### src/fpeg_consts.vh
// Constants for the flash program and erase guard
`ifndef FPEG_CONSTS_VH
`define FPEG_CONSTS_VH
`define FPEG_KEY_FIRST 8'hA5
`define FPEG_KEY_SECOND 8'hF1
`define FPEG_ERASED_BYTE 8'hFF
`define FPEG_USER_LIMIT 13'h1DFF
`define FPEG_RESERVED_BASE 13'h1E00
`define FPEG_LOCK_ADDR 13'h1DFF
`define FPEG_PAGE_BITS 9
`define FPEG_LOCK_LOCKED 2'h0
`define FPEG_LOCK_FIRST 2'h1
`define FPEG_LOCK_OPEN 2'h2
`define FPEG_LOCK_DEAD 2'h3
`define FPEG_CLK_MHZ 25
`define FPEG_ERASE_US 15000
`define FPEG_WRITE_US 55
`define FPEG_ERASE_CYCLES (`FPEG_ERASE_US * `FPEG_CLK_MHZ)
`define FPEG_WRITE_CYCLES (`FPEG_WRITE_US * `FPEG_CLK_MHZ)
`endif

### src/fpeg_guard.v
// Flash program and erase guard top level
//
// Functional notes
// - Programming only clears bits; AND new data into old byte.
// - Erase covers a 512-byte page, all bytes become 0xFF.
// - Hardware times software write and erase and debug device erase; CPU stalls until done. Debug write and page erase are untimed.
// - Unlock needs key 0xA5 then 0xF1, any spacing.
// - Wrong key order or value disables flash changes until reset.
// - Flash change attempted while locked disables until reset.
// - Every completed software write or erase returns state to locked.
// - Store-write enable steers external-move writes to flash; held until cleared.
// - Both enables plus unlock: external-move write erases the page.
// - Store-write only plus unlock: external-move write programs one byte.
// - External-move reads go to RAM; code-move reads read flash.
// - Lock byte complement gives locked page count from page zero.
// - Lock byte page locked when any lock byte bit is zero.
// - Unlocked code touching locked page causes flash fault reset.
// - Debug port prohibited operations are ignored, no reset.
// - Software erasing lock page faults; debug only if nothing locked.
// - Software programming the lock byte after it is latched causes flash fault reset.
// - Lock byte written by software acts only after reset.
// - Reserved area access faults for software, ignored for debug.
// - Debug full device erase clears all pages and locks.
// - Key register read shows lock state in low two bits.
// - Flash change beyond 0x1DFF causes flash fault reset.
// - Data byte of an erase trigger is ignored.
`timescale 1ns/100ps
`default_nettype none
`include "fpeg_consts.vh"
module fpeg_guard (
  input wire sys_clk_in,
  input wire rst_in,
  input wire key_write_in,
  input wire [7:0] key_data_in,
  output wire [7:0] flash_key_register_out,
  input wire store_write_enable_in,
  input wire store_erase_enable_in,
  input wire xmove_write_in,
  input wire xmove_read_in,
  input wire code_read_in,
  input wire [15:0] addr_in,
  input wire [7:0] wdata_in,
  input wire [12:0] exec_pc_in,
  input wire [7:0] lock_byte_in,
  input wire [7:0] flash_rdata_in,
  input wire dbg_write_in,
  input wire dbg_page_erase_in,
  input wire dbg_device_erase_in,
  input wire dbg_read_in,
  output reg dbg_ignored_out,
  output wire cpu_stall_out,
  output wire external_data_ram_select_out,
  output reg flash_rd_out,
  output reg flash_prog_out,
  output reg flash_erase_page_out,
  output reg flash_erase_all_out,
  output reg [12:0] flash_addr_out,
  output reg [7:0] flash_wdata_out,
  output reg flash_fault_reset_out,
  output reg flash_fault_reset_flag_out
);
  // ****************************************
  // Lock state and latched lock byte
  // ****************************************
  reg [1:0] key_state;
  reg [7:0] lock_eff;
  reg lock_taken;
  reg fault_seen;
  reg tmr_start;
  reg [18:0] tmr_count;
  reg op_pending;
  reg op_is_prog;
  wire tmr_busy;
  wire tmr_done;
  wire [7:0] locked_pages;
  wire any_locked;
  wire [3:0] tgt_page;
  wire [3:0] pc_page;
  wire [3:0] lock_page;
  wire tgt_locked;
  wire pc_locked;
  wire above_user;
  wire access_bad;
  wire cpu_flash_wr;
  wire [12:0] lock_addr;
  wire [31:0] erase_cycles;
  wire [31:0] write_cycles;
  assign lock_addr = `FPEG_LOCK_ADDR;
  assign erase_cycles = `FPEG_ERASE_CYCLES;
  assign write_cycles = `FPEG_WRITE_CYCLES;
  assign flash_key_register_out = {6'h00, key_state};
  assign locked_pages = ~lock_eff;
  assign any_locked = (lock_eff != 8'hFF);
  assign lock_page = lock_addr[12:9];
  assign tgt_page = addr_in[12:9];
  assign pc_page = exec_pc_in[12:9];
  assign tgt_locked = ({4'h0, tgt_page} < locked_pages) ||
    (any_locked && tgt_page == lock_page);
  assign pc_locked = ({4'h0, pc_page} < locked_pages) ||
    (any_locked && pc_page == lock_page);
  assign above_user = (addr_in > {3'h0, `FPEG_USER_LIMIT});
  assign cpu_flash_wr = xmove_write_in && store_write_enable_in;
  assign external_data_ram_select_out = xmove_read_in ||
    (xmove_write_in && !store_write_enable_in);
  assign cpu_stall_out = tmr_busy || op_pending;
  // Software access legality
  assign access_bad = above_user || (tgt_locked && !pc_locked) ||
    (cpu_flash_wr && store_erase_enable_in && tgt_page == lock_page) ||
    (cpu_flash_wr && !store_erase_enable_in &&
     addr_in[12:0] == `FPEG_LOCK_ADDR && lock_taken);
  fpeg_timer u_timer (
    .sys_clk_in(sys_clk_in),
    .rst_in(rst_in),
    .start_in(tmr_start),
    .count_in(tmr_count),
    .busy_out(tmr_busy),
    .done_out(tmr_done)
  );
  // ****************************************
  // Sequencer
  // ****************************************
  always @(posedge sys_clk_in) begin
    if (rst_in) begin
      key_state <= `FPEG_LOCK_LOCKED;
      lock_eff <= 8'hFF;
      lock_taken <= 1'b0;
      tmr_start <= 1'b0;
      tmr_count <= 19'h00000;
      op_pending <= 1'b0;
      op_is_prog <= 1'b0;
      dbg_ignored_out <= 1'b0;
      flash_rd_out <= 1'b0;
      flash_prog_out <= 1'b0;
      flash_erase_page_out <= 1'b0;
      flash_erase_all_out <= 1'b0;
      flash_addr_out <= 13'h0000;
      flash_wdata_out <= 8'h00;
      flash_fault_reset_out <= 1'b0;
      flash_fault_reset_flag_out <= fault_seen;
    end else begin
      tmr_start <= 1'b0;
      dbg_ignored_out <= 1'b0;
      flash_rd_out <= 1'b0;
      flash_prog_out <= 1'b0;
      flash_erase_page_out <= 1'b0;
      flash_erase_all_out <= 1'b0;
      flash_fault_reset_out <= 1'b0;
      if (!lock_taken) begin
        lock_eff <= lock_byte_in;
        lock_taken <= 1'b1;
        // Fault memory consumed once the flag has taken it
        fault_seen <= 1'b0;
      end
      if (key_write_in && !cpu_stall_out) begin
        if (key_state == `FPEG_LOCK_LOCKED) begin
          key_state <= (key_data_in == `FPEG_KEY_FIRST) ?
            `FPEG_LOCK_FIRST : `FPEG_LOCK_DEAD;
        end else if (key_state == `FPEG_LOCK_FIRST) begin
          key_state <= (key_data_in == `FPEG_KEY_SECOND) ?
            `FPEG_LOCK_OPEN : `FPEG_LOCK_DEAD;
        end else begin
          key_state <= `FPEG_LOCK_DEAD;
        end
      end else if (cpu_flash_wr && !cpu_stall_out) begin
        if (access_bad) begin
          fault_seen <= 1'b1;
          flash_fault_reset_out <= 1'b1;
        end else if (key_state != `FPEG_LOCK_OPEN) begin
          key_state <= `FPEG_LOCK_DEAD;
        end else begin
          flash_addr_out <= addr_in[12:0];
          op_pending <= 1'b1;
          tmr_start <= 1'b1;
          if (store_erase_enable_in) begin
            flash_erase_page_out <= 1'b1;
            op_is_prog <= 1'b0;
            tmr_count <= erase_cycles[18:0];
            flash_wdata_out <= `FPEG_ERASED_BYTE;
          end else begin
            flash_prog_out <= 1'b1;
            op_is_prog <= 1'b1;
            tmr_count <= write_cycles[18:0];
            flash_wdata_out <= wdata_in & flash_rdata_in;
          end
        end
      end else if (code_read_in && !cpu_stall_out) begin
        if (above_user || (tgt_locked && !pc_locked)) begin
          fault_seen <= 1'b1;
          flash_fault_reset_out <= 1'b1;
        end else begin
          flash_addr_out <= addr_in[12:0];
          flash_rd_out <= 1'b1;
        end
      end else if (dbg_device_erase_in && !cpu_stall_out) begin
        flash_erase_all_out <= 1'b1;
        op_pending <= 1'b1;
        op_is_prog <= 1'b0;
        tmr_start <= 1'b1;
        tmr_count <= erase_cycles[18:0];
      end else if ((dbg_write_in || dbg_page_erase_in || dbg_read_in) &&
                   !cpu_stall_out) begin
        if (above_user || tgt_locked) begin
          dbg_ignored_out <= 1'b1;
        end else begin
          flash_addr_out <= addr_in[12:0];
          flash_rd_out <= dbg_read_in;
          flash_prog_out <= dbg_write_in;
          flash_erase_page_out <= dbg_page_erase_in;
          flash_wdata_out <= wdata_in & flash_rdata_in;
        end
      end
      if (tmr_done) begin
        op_pending <= 1'b0;
        if (key_state == `FPEG_LOCK_OPEN) begin
          key_state <= `FPEG_LOCK_LOCKED;
        end
      end
    end
  end
endmodule // fpeg_guard
`default_nettype wire

### src/fpeg_timer.v
// Operation timer counting down a busy interval
`timescale 1ns/100ps
`default_nettype none
module fpeg_timer (
  input wire sys_clk_in,
  input wire rst_in,
  input wire start_in,
  input wire [18:0] count_in,
  output reg busy_out,
  output wire done_out
);
  reg [18:0] remain;
  assign done_out = busy_out && (remain == 19'h00001);
  always @(posedge sys_clk_in) begin
    if (rst_in) begin
      remain <= 19'h00000;
      busy_out <= 1'b0;
    end else if (start_in && !busy_out) begin
      remain <= count_in;
      busy_out <= 1'b1;
    end else if (busy_out) begin
      remain <= remain - 19'h00001;
      if (remain == 19'h00001) begin
        busy_out <= 1'b0;
      end
    end
  end
endmodule // fpeg_timer
`default_nettype wire

### config.mk
export PLATFORM = sky130hd
export DESIGN_NAME = fpeg_guard
export DESIGN_NICKNAME = d
export VERILOG_FILES = /design/src/fpeg_guard.v /design/src/fpeg_timer.v
export VERILOG_INCLUDE_DIRS = /design/src
export SDC_FILE = /design/constraint.sdc
export NUM_CORES = 1
export LEC_CHECK = 0
export ABC_AREA = 1
export BUFFER_PORTS_ARGS = -buffer_cell sky130_fd_sc_hd__buf_2
export CORE_AREA = 4 4 98 77
export DETAILED_ROUTE_END_ITERATION = 6
export DIE_AREA = 0 0 102 81
export PLACE_DENSITY_LB_ADDON = 0.2
export SKIP_LAST_GASP = 1
export SLEW_MARGIN = 10
export SYNTH_ARGS = -nofsm -noshare
export SYNTH_HDL_FRONTEND = slang
export SYNTH_SLANG_ARGS = --single-unit
### constraint.sdc
create_clock -name sys_clk_in -period 4.7 [get_ports sys_clk_in]
set_input_delay 0.94 -clock sys_clk_in [delete_from_list [all_inputs] [get_ports sys_clk_in]]
set_output_delay 0.94 -clock sys_clk_in [all_outputs]
set_load 0.01 [all_outputs]
==> results.md, run 1 <==
* DRC viols at 0
* Outcome: complete, no violations
* Fin nets at 719
* Slew margin rel. at 21.9%
* Yosys warning total at 0
* Endpoint class of the critical path: register
* Site Rows at 26
* Synth unique cells at 40
* Pin count of the biggest net entering global routing at 40
* Crit path time final at 2.39 ns
* # resized after CTS at 0
* Met2 Usage GRT at 31.8%
* Die area at 8260 um^2
* Antenna violations before repair at 0
* FF+latch area at 1320 um^2
* Busiest grt layer: met2
* # IOs at 111
* RR Endpoint: flash_addr_out[10]
* Post-CTS setup repair buffer count at 0
* First-pass GRT wire length at 13900 um
* TNS Setup at 0 ns
* Crit Path Max Fanout at 14
* Final hold vios at 0
* Max-cap violations at 0
* DPL Wire Length at 6480 um
* Vias at 3629
* Worst hold path startpoint: tmr_count[6]
* Leak pwr at 0.00228 uW
* CTS tree: yes
* Critical Path AT at 2.66 ns
* Core Box Area at 6640 um^2
* Wire per inst at 11.9 um
* Vias in the first global route at 3108
* Share of the synthesized area in the top cell type at 35.0%
* Type of the worst setup path: in2reg
* Hold Crit Class: reg2reg
* RSZ-0062 raised after global routing: false
* Most common cell in the synthesized netlist: nand2_1
* Die Height at 81 um
* Sequential cell area fraction in the yosys report at 36.7%
* CTS sink count at 65
* Drt total wl at 8660 um
* Grt total ovfl at 0
* CP required at 4.96 ns
* Reg2reg path depth at 10
* Ant. Diodes at 0
* Pins Over Slew Limit at 0
* Synth area leader: dfxtp_1
* Final setup viols at 0
* WHS at 0.455 ns
* Most frequent cells after synthesis: nand2_1 (139), inv_1 (98), dfxtp_1 (63), nor2_1 (62), a21oi_1 (33)
* Gr usage total at 21.0%
* Max Fclk at 418 MHz
* Layout cells sized above 1 at 19.4%
* Crit path capture: flash_addr_out[10]
* Gpl congestion at 0.883
* Fillers at 639
* Most used DFF post-synth: dfxtp_1
* Multi-input gate area at 1800 um^2
* CTS Buffer Depth at 2
* Worst-path clk slew at 0.07 ns
* H-Tree Depth at 3
* Mapped cell area at 3600 um^2
* CP startpoint: addr_in[12]
* Starting density of the core at 54.3%
* Finished Layout Cells at 727
* Post-synth EDFFs at 2
* Period utilization at 50.9%
* Power per Cell Area at 331 nW/um^2
* Mapped Cells at 548
* Top cells by area, synth: dfxtp_1 (35%), nand2_1 (14%), inv_1 (10%), nor2_1 (6.5%), a21oi_1 (4.6%)
* Peak supply drop at 0.229 mV
* GR Util met3 at 5.49%
* Final WS setup at 2.31 ns
* Flops & latches, synth at 65
* Placed cells at 711
* Startpoint types: input pin
* Area growth, synth to finish at 18.5%
* Async SR Flop Fraction at 0%
* Flop2flop setup slack at 2.31 ns
* # hold bufs at CTS at 0
* Syn Area/Cell at 6.58 um^2
* Horiz. Die Dim at 102 um
* DR vias/cell at 4.99
* Post-route ant nets at 0
* Buffers on Ports at 95
* M1 GR Usage at 29.6%
* Worst-margin pin slew at 1.17 ns
* Pwr Total at 1420 uW
* Clk_lat worst skew at 0.33 ns
* Hold Path Depth at 2
* Starting DRT DRC Count at 191
* Skew final at 0.00766 ns
* Root Driver: clkbuf_8
* Total CTS buffers at 9
* Worst slack, placed at 1.97 ns
* Drt first pass iters at 4
* RR Startpoint: u_timer.busy_out
layout make-up:
| class | instances | area share (%) |
|---|---|---|
| multi-input cells | 366 | 42.2 |
| flip-flops and latches | 65 | 30.9 |
| repair buffers | 95 | 11.1 |
| inverters | 101 | 8.87 |
| clock buffers | 13 | 3.48 |
| well taps | 84 | 2.46 |
| clock inverters | 3 | 0.937 |
through the flow:
stage | util [%] | cell area, um^2
after detailed placement | 61.5 | 4080
after CTS | 64.4 | 4270
after global routing | 64.4 | 4270
final | 64.4 | 4270
after floorplan | - | 3620
after global placement | 61.5 | 4080
logic make-up after synthesis:
| family | after synthesis | synth area share, % |
|---|---|---|
| and+or+nand+nor | 279 | 34.3 |
| other | 1 | 0.104 |
| DFF | 65 | 36.7 |
| buffers and inverters | 122 | 13.8 |
| xor gates and xnor gates | 5 | 1.21 |
| adders and majority gates | 8 | 2.78 |
| AOI/OAI and AO/OA | 68 | 11.1 |
flip-flops by register name (all words and copies together) (netlist names):
signal                      flops
u_timer.remain                 19
u_timer.busy_out                1
lock_eff                        8
flash_addr_out                 13
flash_fault_reset_out           1
flash_erase_page_out            1
op_pending                      1
flash_rd_out                    1
tmr_count                       3
fault_seen                      1
flash_fault_reset_flag_out      1
key_state                       2
dbg_ignored_out                 1
lock_taken                      1
flash_erase_all_out             1
flash_wdata_out                 8
flash_prog_out                  1
tmr_start                       1
placed cells by master (no fill, tap or decap), types with 2 or more instances in the layout:
cell type / Yosys / routed
clkbuf_8: 0 / 10
nand4_1: 20 / 20
edfxtp_1: 2 / 2
dfxtp_1: 63 / 63
xor2_1: 4 / 4
nand3_2: 2 / 2
nor2_1: 62 / 62
inv_1: 98 / 98
a21oi_4: 2 / 2
buf_2: 3 / 95
a221oi_1: 2 / 2
nand2_2: 5 / 5
a31oi_1: 8 / 8
conb_1: 1 / 6
clkinv_2: 0 / 2
nand2_1: 139 / 139
o21ai_0: 15 / 15
nand3_4: 2 / 2
ha_1: 8 / 8
nor3_1: 11 / 11
clkbuf_1: 8 / 3
nor2_4: 2 / 2
a21oi_1: 33 / 33
inv_2: 2 / 2
a211oi_1: 2 / 2
nand3_1: 30 / 30
nor4_1: 2 / 2
power breakdown:
group | switching [uW] | internal, uW | leakage [uW] | total, uW
Combinational | 211 | 122 | 0.00165 | 333
Sequential | 27.4 | 593 | 0.000534 | 620
Clock | 204 | 259 | 0.0000974 | 462
Total | 442 | 973 | 0.00228 | 1420
per-layer routing:
layer  share of wire (%)  vias up
met5                   0        -
met4                0.95        0
met3                 7.2        9
met2                  43       99
met1                  49     1621
li1                    -     1900
how the worst min path moves through the flow:
| stage | to | slack [ns] |
|---|---|---|
| finish | tmr_count[6] | 0.46 |
| floorplan | flash_fault_reset_flag_out | 0.43 |
| detailed placement | tmr_count[6] | 0.44 |
| global placement | flash_fault_reset_flag_out | 0.44 |
| CTS | tmr_count[6] | 0.46 |
| global route | tmr_count[6] | 0.47 |
worst max-delay path, stage by stage:
cell	delay, ns
buf_2	0.13
ha_1	0.30
nand2_1	0.05
inv_1	0.04
nand2_1	0.04
nand2_1	0.14
nand3_2	0.14
a21oi_4	0.38
nand3_4	0.23
nand2_1	0.10
inv_1	0.04
nor2_1	0.11
Power figures use the tool's default switching activity.
==> inputs of run 2 (changes only) <==
Settings changed: CORE_AREA 4 4 98 77 to 4 4 102 80, DIE_AREA 0 0 102 81 to 0 0 106 84.
Clock period 4.7 ns to 2.3 ns, I/O delays scaled along.
==> run 2 against run 1 <==
  * Sequential share of layout area is 0.57 points lower
  * Utilization shrank 3.6 points
  * Die area is 7.8% higher
  * Total power up 110%
  * Wire length grew 3.9%
  * Setup slack worse by 2.0 ns
  * Clock-buffer cell count fell by 1
  * Sequential power increased by 100%
  * Combinational power rose by 110%
  * Hold slack got worse by 0.13 ns
  * Design area increased by 1.9%
  * Via count rose by 0.69%
  * Critical endpoint is now u_timer.remain[18]
  * Highest routed layer unchanged
==> results.md, run 2 (synthesized netlist as in run 1, its figures left out) <==
* First-pass GRT wire length at 15700 um (+13%)
* Post-route ant nets at 0 (unchanged)
* Flop2flop setup slack at 0.31 ns (-1.99 ns)
* Post-CTS setup repair buffer count at 0 (unchanged)
* Root Driver: clkbuf_8
* Period utilization at 86.4%
* FF+latch area at 1320 um^2 (unchanged)
* Buffers on Ports at 95 (unchanged)
* Largest register FFs at 19 (unchanged)
* Most frequent cells in the layout: nand2_1 (139), inv_1 (98), buf_2 (95)
* Leak pwr at 0.00232 uW (+1.6%)
* CP required at 2.57 ns (-2.39 ns)
* Biggest regs: u_timer.remain: 19 flops, flash_addr_out: 13 flops
* Endpoint class of the critical path: register
* Drt first pass iters at 4 (unchanged)
* Pins Over Slew Limit at 0 (unchanged)
* Vias in the first global route at 3504 (+13%)
* CP Cell Sequence: inv_1 > ha_1 > nand2_1 > nor2_1 > inv_1 > nor2_1 > nand2_1 > a21oi_1 > o21ai_0 > a21oi_1
* CTS Buffer Depth at 2 (unchanged)
* Horiz. Die Dim at 106 um (+3.9%)
* Outcome: complete, no violations
* Worst slack, placed at 0.133 ns (-1.84 ns)
* Cell family with most CP delay: simple AND/OR/NAND/NOR gates
* Final setup viols at 0 (unchanged)
* Max Fclk at 503 MHz
* Starting density of the core at 50.3% (-4.0 points)
* Gr usage total at 21.0% (about the same)
* Grt total ovfl at 0 (unchanged)
* Type of the worst setup path: reg2reg
* Worst Path Buf+Inv at 2 (-1)
* Skew final at 0.0108 ns (+0.00318 ns)
* # hold bufs at CTS at 0 (unchanged)
* Most common cell after layout, fill and taps aside: nand2_1
* Die area at 8900 um^2 (+7.8%)
* Total CTS buffers at 9 (unchanged)
* CTS tree: yes
* Clock Power Share at 33.1% (+0.4 points)
* RSZ-0062 raised after global routing: false
* Comb power frac at 23.9% (+0.4 points)
* Slew margin rel. at 59.8% (+38 points)
* Peak supply drop at 0.354 mV (+55%)
* Multi-input gate area at 1800 um^2 (unchanged)
* CP startpoint: u_timer.remain[0]
* Core Box Area at 7160 um^2 (+7.9%)
* H-Tree Depth at 3 (unchanged)
* CTS sink count at 65 (unchanged)
* # IOs at 111 (unchanged)
* Fillers at 707 (+11%)
* DPL Wire Length at 6790 um (+4.8%)
* Startpoint types: register
* P_int at 2020 uW (+110%)
* Max-cap violations at 0 (unchanged)
* Final hold vios at 0 (unchanged)
* Pin count of the biggest net entering global routing at 32 (-20%)
* Vias at 3654 (+0.69%)
* Final WS setup at 0.312 ns (-1.99 ns)
* Crit Path Max Fanout at 4 (-10)
* Antenna violations before repair at 0 (unchanged)
* Site Rows at 27 (+3.8%)
* Fin nets at 726 (+0.97%)
* Worst-path clk slew at 0.07 ns (about the same)
* Final instance area at 4350 um^2 (+1.9%)
* Power per Cell Area at 677 nW/um^2 (+100%)
* Drt total wl at 9000 um (+3.9%)
* RR Startpoint: u_timer.remain[0]
* Top reg by flops: u_timer.remain
* Clk_lat worst skew at 0.34 ns (about the same)
* # resized after CTS at 0 (unchanged)
* Wire per inst at 12.0 um (+0.74%)
* DR vias/cell at 4.87 (-2.4%)
* Area growth, synth to finish at 20.8%
* Gpl congestion at 0.857 (-3.0%)
* Hold Crit Class: in2reg
* Seq pwr share at 43.0% (-0.8 points)
* Worst-margin pin slew at 0.600 ns (-0.570 ns)
* TNS Setup at 0 ns (unchanged)
* Critical Path AT at 2.26 ns (-0.40 ns)
* DRC viols at 0 (unchanged)
* Starting DRT DRC Count at 243 (+27%)
* RR Endpoint: u_timer.remain[18]
* Ant. Diodes at 0 (unchanged)
* Crit path time final at 1.99 ns
* Die Height at 84 um (+3.7%)
* Placed instance area at 4160 um^2 (+1.8%)
* CP max stage cell: dfxtp_1
* NetSw at 921 uW (+110%)
* Crit path capture: u_timer.remain[18]
* WP depth at 10 (-2)
* Max stage delay on crit path at 0.33 ns (-0.05 ns)
* Sw Share at 31.3% (about the same)
* Layout cells sized above 1 at 20.5% (+1.1 points)
* Reg2reg path depth at 10 (unchanged)
## run 2: cell count changes in the layout (fill, tap and decap cells not counted), sizes merged
cell	delta
clkbuf	-1
buf	+7
## run 2: layout make-up
type	count	area share, %
clock buffer	12	3.56
tap	101	2.90
sequential	65	30.4
inverter	101	8.71
timing repair buffer	102	12.1
clock inverter	3	0.920
multi-input combinational	366	41.4
## run 2: how the worst min path moves through the flow
stage,start,endpoint,slack [ns],depth (start not counted)
floorplan,fault_seen,flash_fault_reset_flag_out,0.43,0
global placement,tmr_count[6],tmr_count[6],0.44,2
detailed placement,tmr_count[6],tmr_count[6],0.45,2
CTS,lock_byte_in[4],lock_eff[4],0.31,3
global route,lock_byte_in[2],lock_eff[2],0.33,3
finish,lock_byte_in[4],lock_eff[4],0.32,3
## run 2: layer usage
metal	track usage (%)	wire, um	part of all wire, %
met3	5.96	655	7.3
met5	0	0	0
met4	3.41	82	0.91
met2	33.4	3920	44
met1	28.7	4340	48
## run 2: worst min-delay path, cell delays in order
cell and delay, ns:
buf_2 0.08, nand2_1 0.04, nand3_1 0.05
## run 2: power groups by stage
stage	clock (uW)	sequential, uW	combinational, uW
after global placement	0	1290	679
after CTS	992	1270	704
after global routing	1040	1280	813
final	974	1270	705
after detailed placement	0	1290	700
after floorplan	0	1300	481
## run 2: metrics by stage
stage	total power (uW)	utilization (%)	hold WS (ns)	instances
floorplan	1780	-	0.427	553
global placement	1970	58.1	0.444	735
detailed placement	1990	58.1	0.448	735
CTS	2960	60.8	0.312	750
global route	3130	60.8	0.327	750
finish	2940	60.8	0.324	750
==> inputs of run 3 (changes only) <==
--- a/config.mk
+++ b/config.mk
@@ -10,5 +10,5 @@
 export BUFFER_PORTS_ARGS = -buffer_cell sky130_fd_sc_hd__buf_2
-export CORE_AREA = 4 4 102 80
+export CORE_AREA = 4 4 89 91
 export DETAILED_ROUTE_END_ITERATION = 6
-export DIE_AREA = 0 0 106 84
+export DIE_AREA = 0 0 93 95
 export PLACE_DENSITY_LB_ADDON = 0.2
==> constraint.sdc (replaced) <==
create_clock -name sys_clk_in -period 2.3 [get_ports sys_clk_in]
set_input_delay 0.345 -clock sys_clk_in [delete_from_list [all_inputs] [get_ports sys_clk_in]]
set_output_delay 0.345 -clock sys_clk_in [all_outputs]
set_load 0.01 [all_outputs]
==> run 3 against run 2 <==
  * Final cell count up 0.27%
  * Design area is 1.1% higher
  * Utilization is 0.88 points higher
  * Hold slack lost 0.13 ns
  * Sequential power is essentially flat
  * Register-to-register slack better by 0.098 ns
  * Clock power grew 12%
  * Via count fell by 0.90%
  * Flip-flop and latch count stayed put
  * Critical path depth is 3 higher
  * Clock skew decreased by 0.0040 ns
  * Total power is 3.7% higher
  * Critical path type unchanged
  * Highest routed layer unchanged
==> results.md, run 3 (synthesized netlist as in run 1, its figures left out) <==
* DRC viols at 0 (unchanged)
* Hold Crit Class: in2reg
* Root Driver: clkbuf_8
* Most used cell, CP: nand2_1
* Leak pwr at 0.00234 uW (+1.0%)
* Wire per inst at 11.6 um (-3.5%)
* Top reg by flops: u_timer.remain
* Period utilization at 82.2% (-4.3 points)
* RR Endpoint: flash_wdata_out[3]
* DR vias/cell at 4.82 (-1.2%)
* Pwr Total at 3050 uW (+3.7%)
* CP Cell Sequence: ha_1 > o21ai_0 > nand2_1 > nand2_1 > nand2_1 > nand2_1 > nand2_1 > nand2_2 > nand3_1 > nand2_2 > nand3_1 > nand2_1 > nor2_1
* Starting density of the core at 50.5% (+0.18 points)
* Peak supply drop at 0.380 mV (+7.3%)
* WHS Endpoint: lock_eff[4]
* Drt total wl at 8710 um (-3.2%)
* CTS Buffer Depth at 2 (unchanged)
* Die area at 8840 um^2 (-0.77%)
* Critical Path AT at 2.12 ns (-0.14 ns)
* RSZ-0062 raised after global routing: false
* TNS Setup at 0 ns (unchanged)
* Antenna violations before repair at 0 (unchanged)
* Fin nets at 729 (+0.41%)
* Area growth, synth to finish at 22.1%
* Max-cap violations at 0 (unchanged)
* Hold Path Depth at 3 (unchanged)
* Worst-path clk slew at 0.06 ns (about the same)
* H-Tree Depth at 3 (unchanged)
* Buffers on Ports at 95 (unchanged)
* Worst hold path startpoint: lock_byte_in[4]
* CP max stage cell: dfxtp_1
* Starting DRT DRC Count at 189 (-22%)
* Gr usage total at 20.5% (-0.48 points)
* Vias in the first global route at 3347 (-4.5%)
* Drt first pass iters at 5 (+1)
* Pins Over Slew Limit at 0 (unchanged)
* Post-route ant nets at 0 (unchanged)
* Reg2reg path depth at 13 (+3)
* # IOs at 111 (unchanged)
* Power per Cell Area at 694 nW/um^2 (+2.6%)
* Clk_lat worst skew at 0.34 ns (about the same)
* DPL Wire Length at 6860 um (+0.91%)
* Max stage delay on crit path at 0.38 ns (+0.05 ns)
* Most frequent cells in the layout: nand2_1 (139), inv_1 (98), buf_2 (95)
* Final setup viols at 0 (unchanged)
* Site Rows at 31 (+15%)
* Die Height at 95 um (+13%)
* Horiz. Die Dim at 93 um (-12%)
* Flop2flop setup slack at 0.41 ns (+0.10 ns)
* Biggest regs: u_timer.remain: 19 flops, flash_addr_out: 13 flops
* Max Fclk at 529 MHz (+5.2%)
* CP required at 2.53 ns (-0.04 ns)
* Core Box Area at 7140 um^2 (-0.35%)
* CTS sink count at 65 (unchanged)
* Type of the worst setup path: reg2reg
* CTS tree: yes
* Endpoint class of the critical path: register
* # hold bufs at CTS at 0 (unchanged)
* Crit Path Max Fanout at 16 (+12)
* Layout cells sized above 1 at 20.7% (+0.18 points)
* RR Startpoint: lock_eff[1]
* Outcome: complete, no violations
* Pin count of the biggest net entering global routing at 29 (-9.4%)
* Skew final at 0.00684 ns (-0.00399 ns)
* Cell family with most CP delay: simple AND/OR/NAND/NOR gates
* Ant. Diodes at 0 (unchanged)
* Startpoint types: register
* First-pass GRT wire length at 14600 um (-6.9%)
* Grt total ovfl at 0 (unchanged)
* Total CTS buffers at 9 (unchanged)
* Worst Path Buf+Inv at 0 (-2)
* # resized after CTS at 0 (unchanged)
* Gpl congestion at 0.890 (+3.9%)
* Final hold vios at 0 (unchanged)
* WHS at 0.199 ns (-0.125 ns)
* Vias at 3621 (-0.90%)
* Crit path time final at 1.89 ns (-0.0978 ns)
* Post-CTS setup repair buffer count at 0 (unchanged)
* Largest register FFs at 19 (unchanged)
* Most common cell after layout, fill and taps aside: nand2_1
[run 3: area by class of cell]
cell class,count,area [um^2]
tap,99,124
timing repair buffer,105,551
multi-input combinational,366,1800
inverter,101,379
sequential,65,1320
clock inverter,2,60.1
fill,703,2740
clock buffer,14,163
[run 3: worst max path at each step]
stage | from | to | slack [ns] | cells after the start
final | lock_eff[1] | flash_wdata_out[3] | 0.41 | 13
after global routing | lock_eff[1] | flash_wdata_out[3] | 0.20 | 13
after CTS | lock_eff[1] | flash_wdata_out[3] | 0.41 | 13
after detailed placement | addr_in[10] | flash_wdata_out[6] | 0.30 | 13
after global placement | addr_in[10] | flash_wdata_out[2] | 0.31 | 13
after floorplan | exec_pc_in[12] | fault_seen | 0.53 | 12
[run 3: metrics by stage]
| step | util [%] | area, um^2 | instances | setup slack [ns] |
|---|---|---|---|---|
| detailed placement | 58.5 | 4180 | 736 | 0.300 |
| floorplan | - | 3620 | 553 | 0.528 |
| finish | 61.7 | 4400 | 752 | 0.409 |
| global placement | 58.5 | 4180 | 736 | 0.311 |
| global route | 61.7 | 4400 | 752 | 0.198 |
| CTS | 61.7 | 4400 | 752 | 0.407 |
[run 3: worst reg2reg max path, cell delays in order, from the launching register on]
cell and delay, ns:
dfxtp_1 0.38, ha_1 0.25, o21ai_0 0.08, nand2_1 0.07, nand2_1 0.06, nand2_1 0.05
nand2_1 0.05, nand2_1 0.09, nand2_2 0.10, nand3_1 0.15, nand2_2 0.28, nand3_1 0.12
nand2_1 0.08, nor2_1 0.04
[run 3: layer usage]
layer / part of all wire, % / track usage [%]
met1: 47 / 26.6
met2: 45 / 33.6
met3: 6.8 / 4.38
met4: 1.4 / 7.20
met5: 0 / 0
[run 3: power by group]
| part | switching [uW] | internal (uW) | leakage [uW] |
|---|---|---|---|
| sequential | 51.7 | 1210 | 0.000534 |
| combinational | 434 | 265 | 0.00169 |
| clock | 421 | 672 | 0.000111 |
| total | 906 | 2150 | 0.00234 |
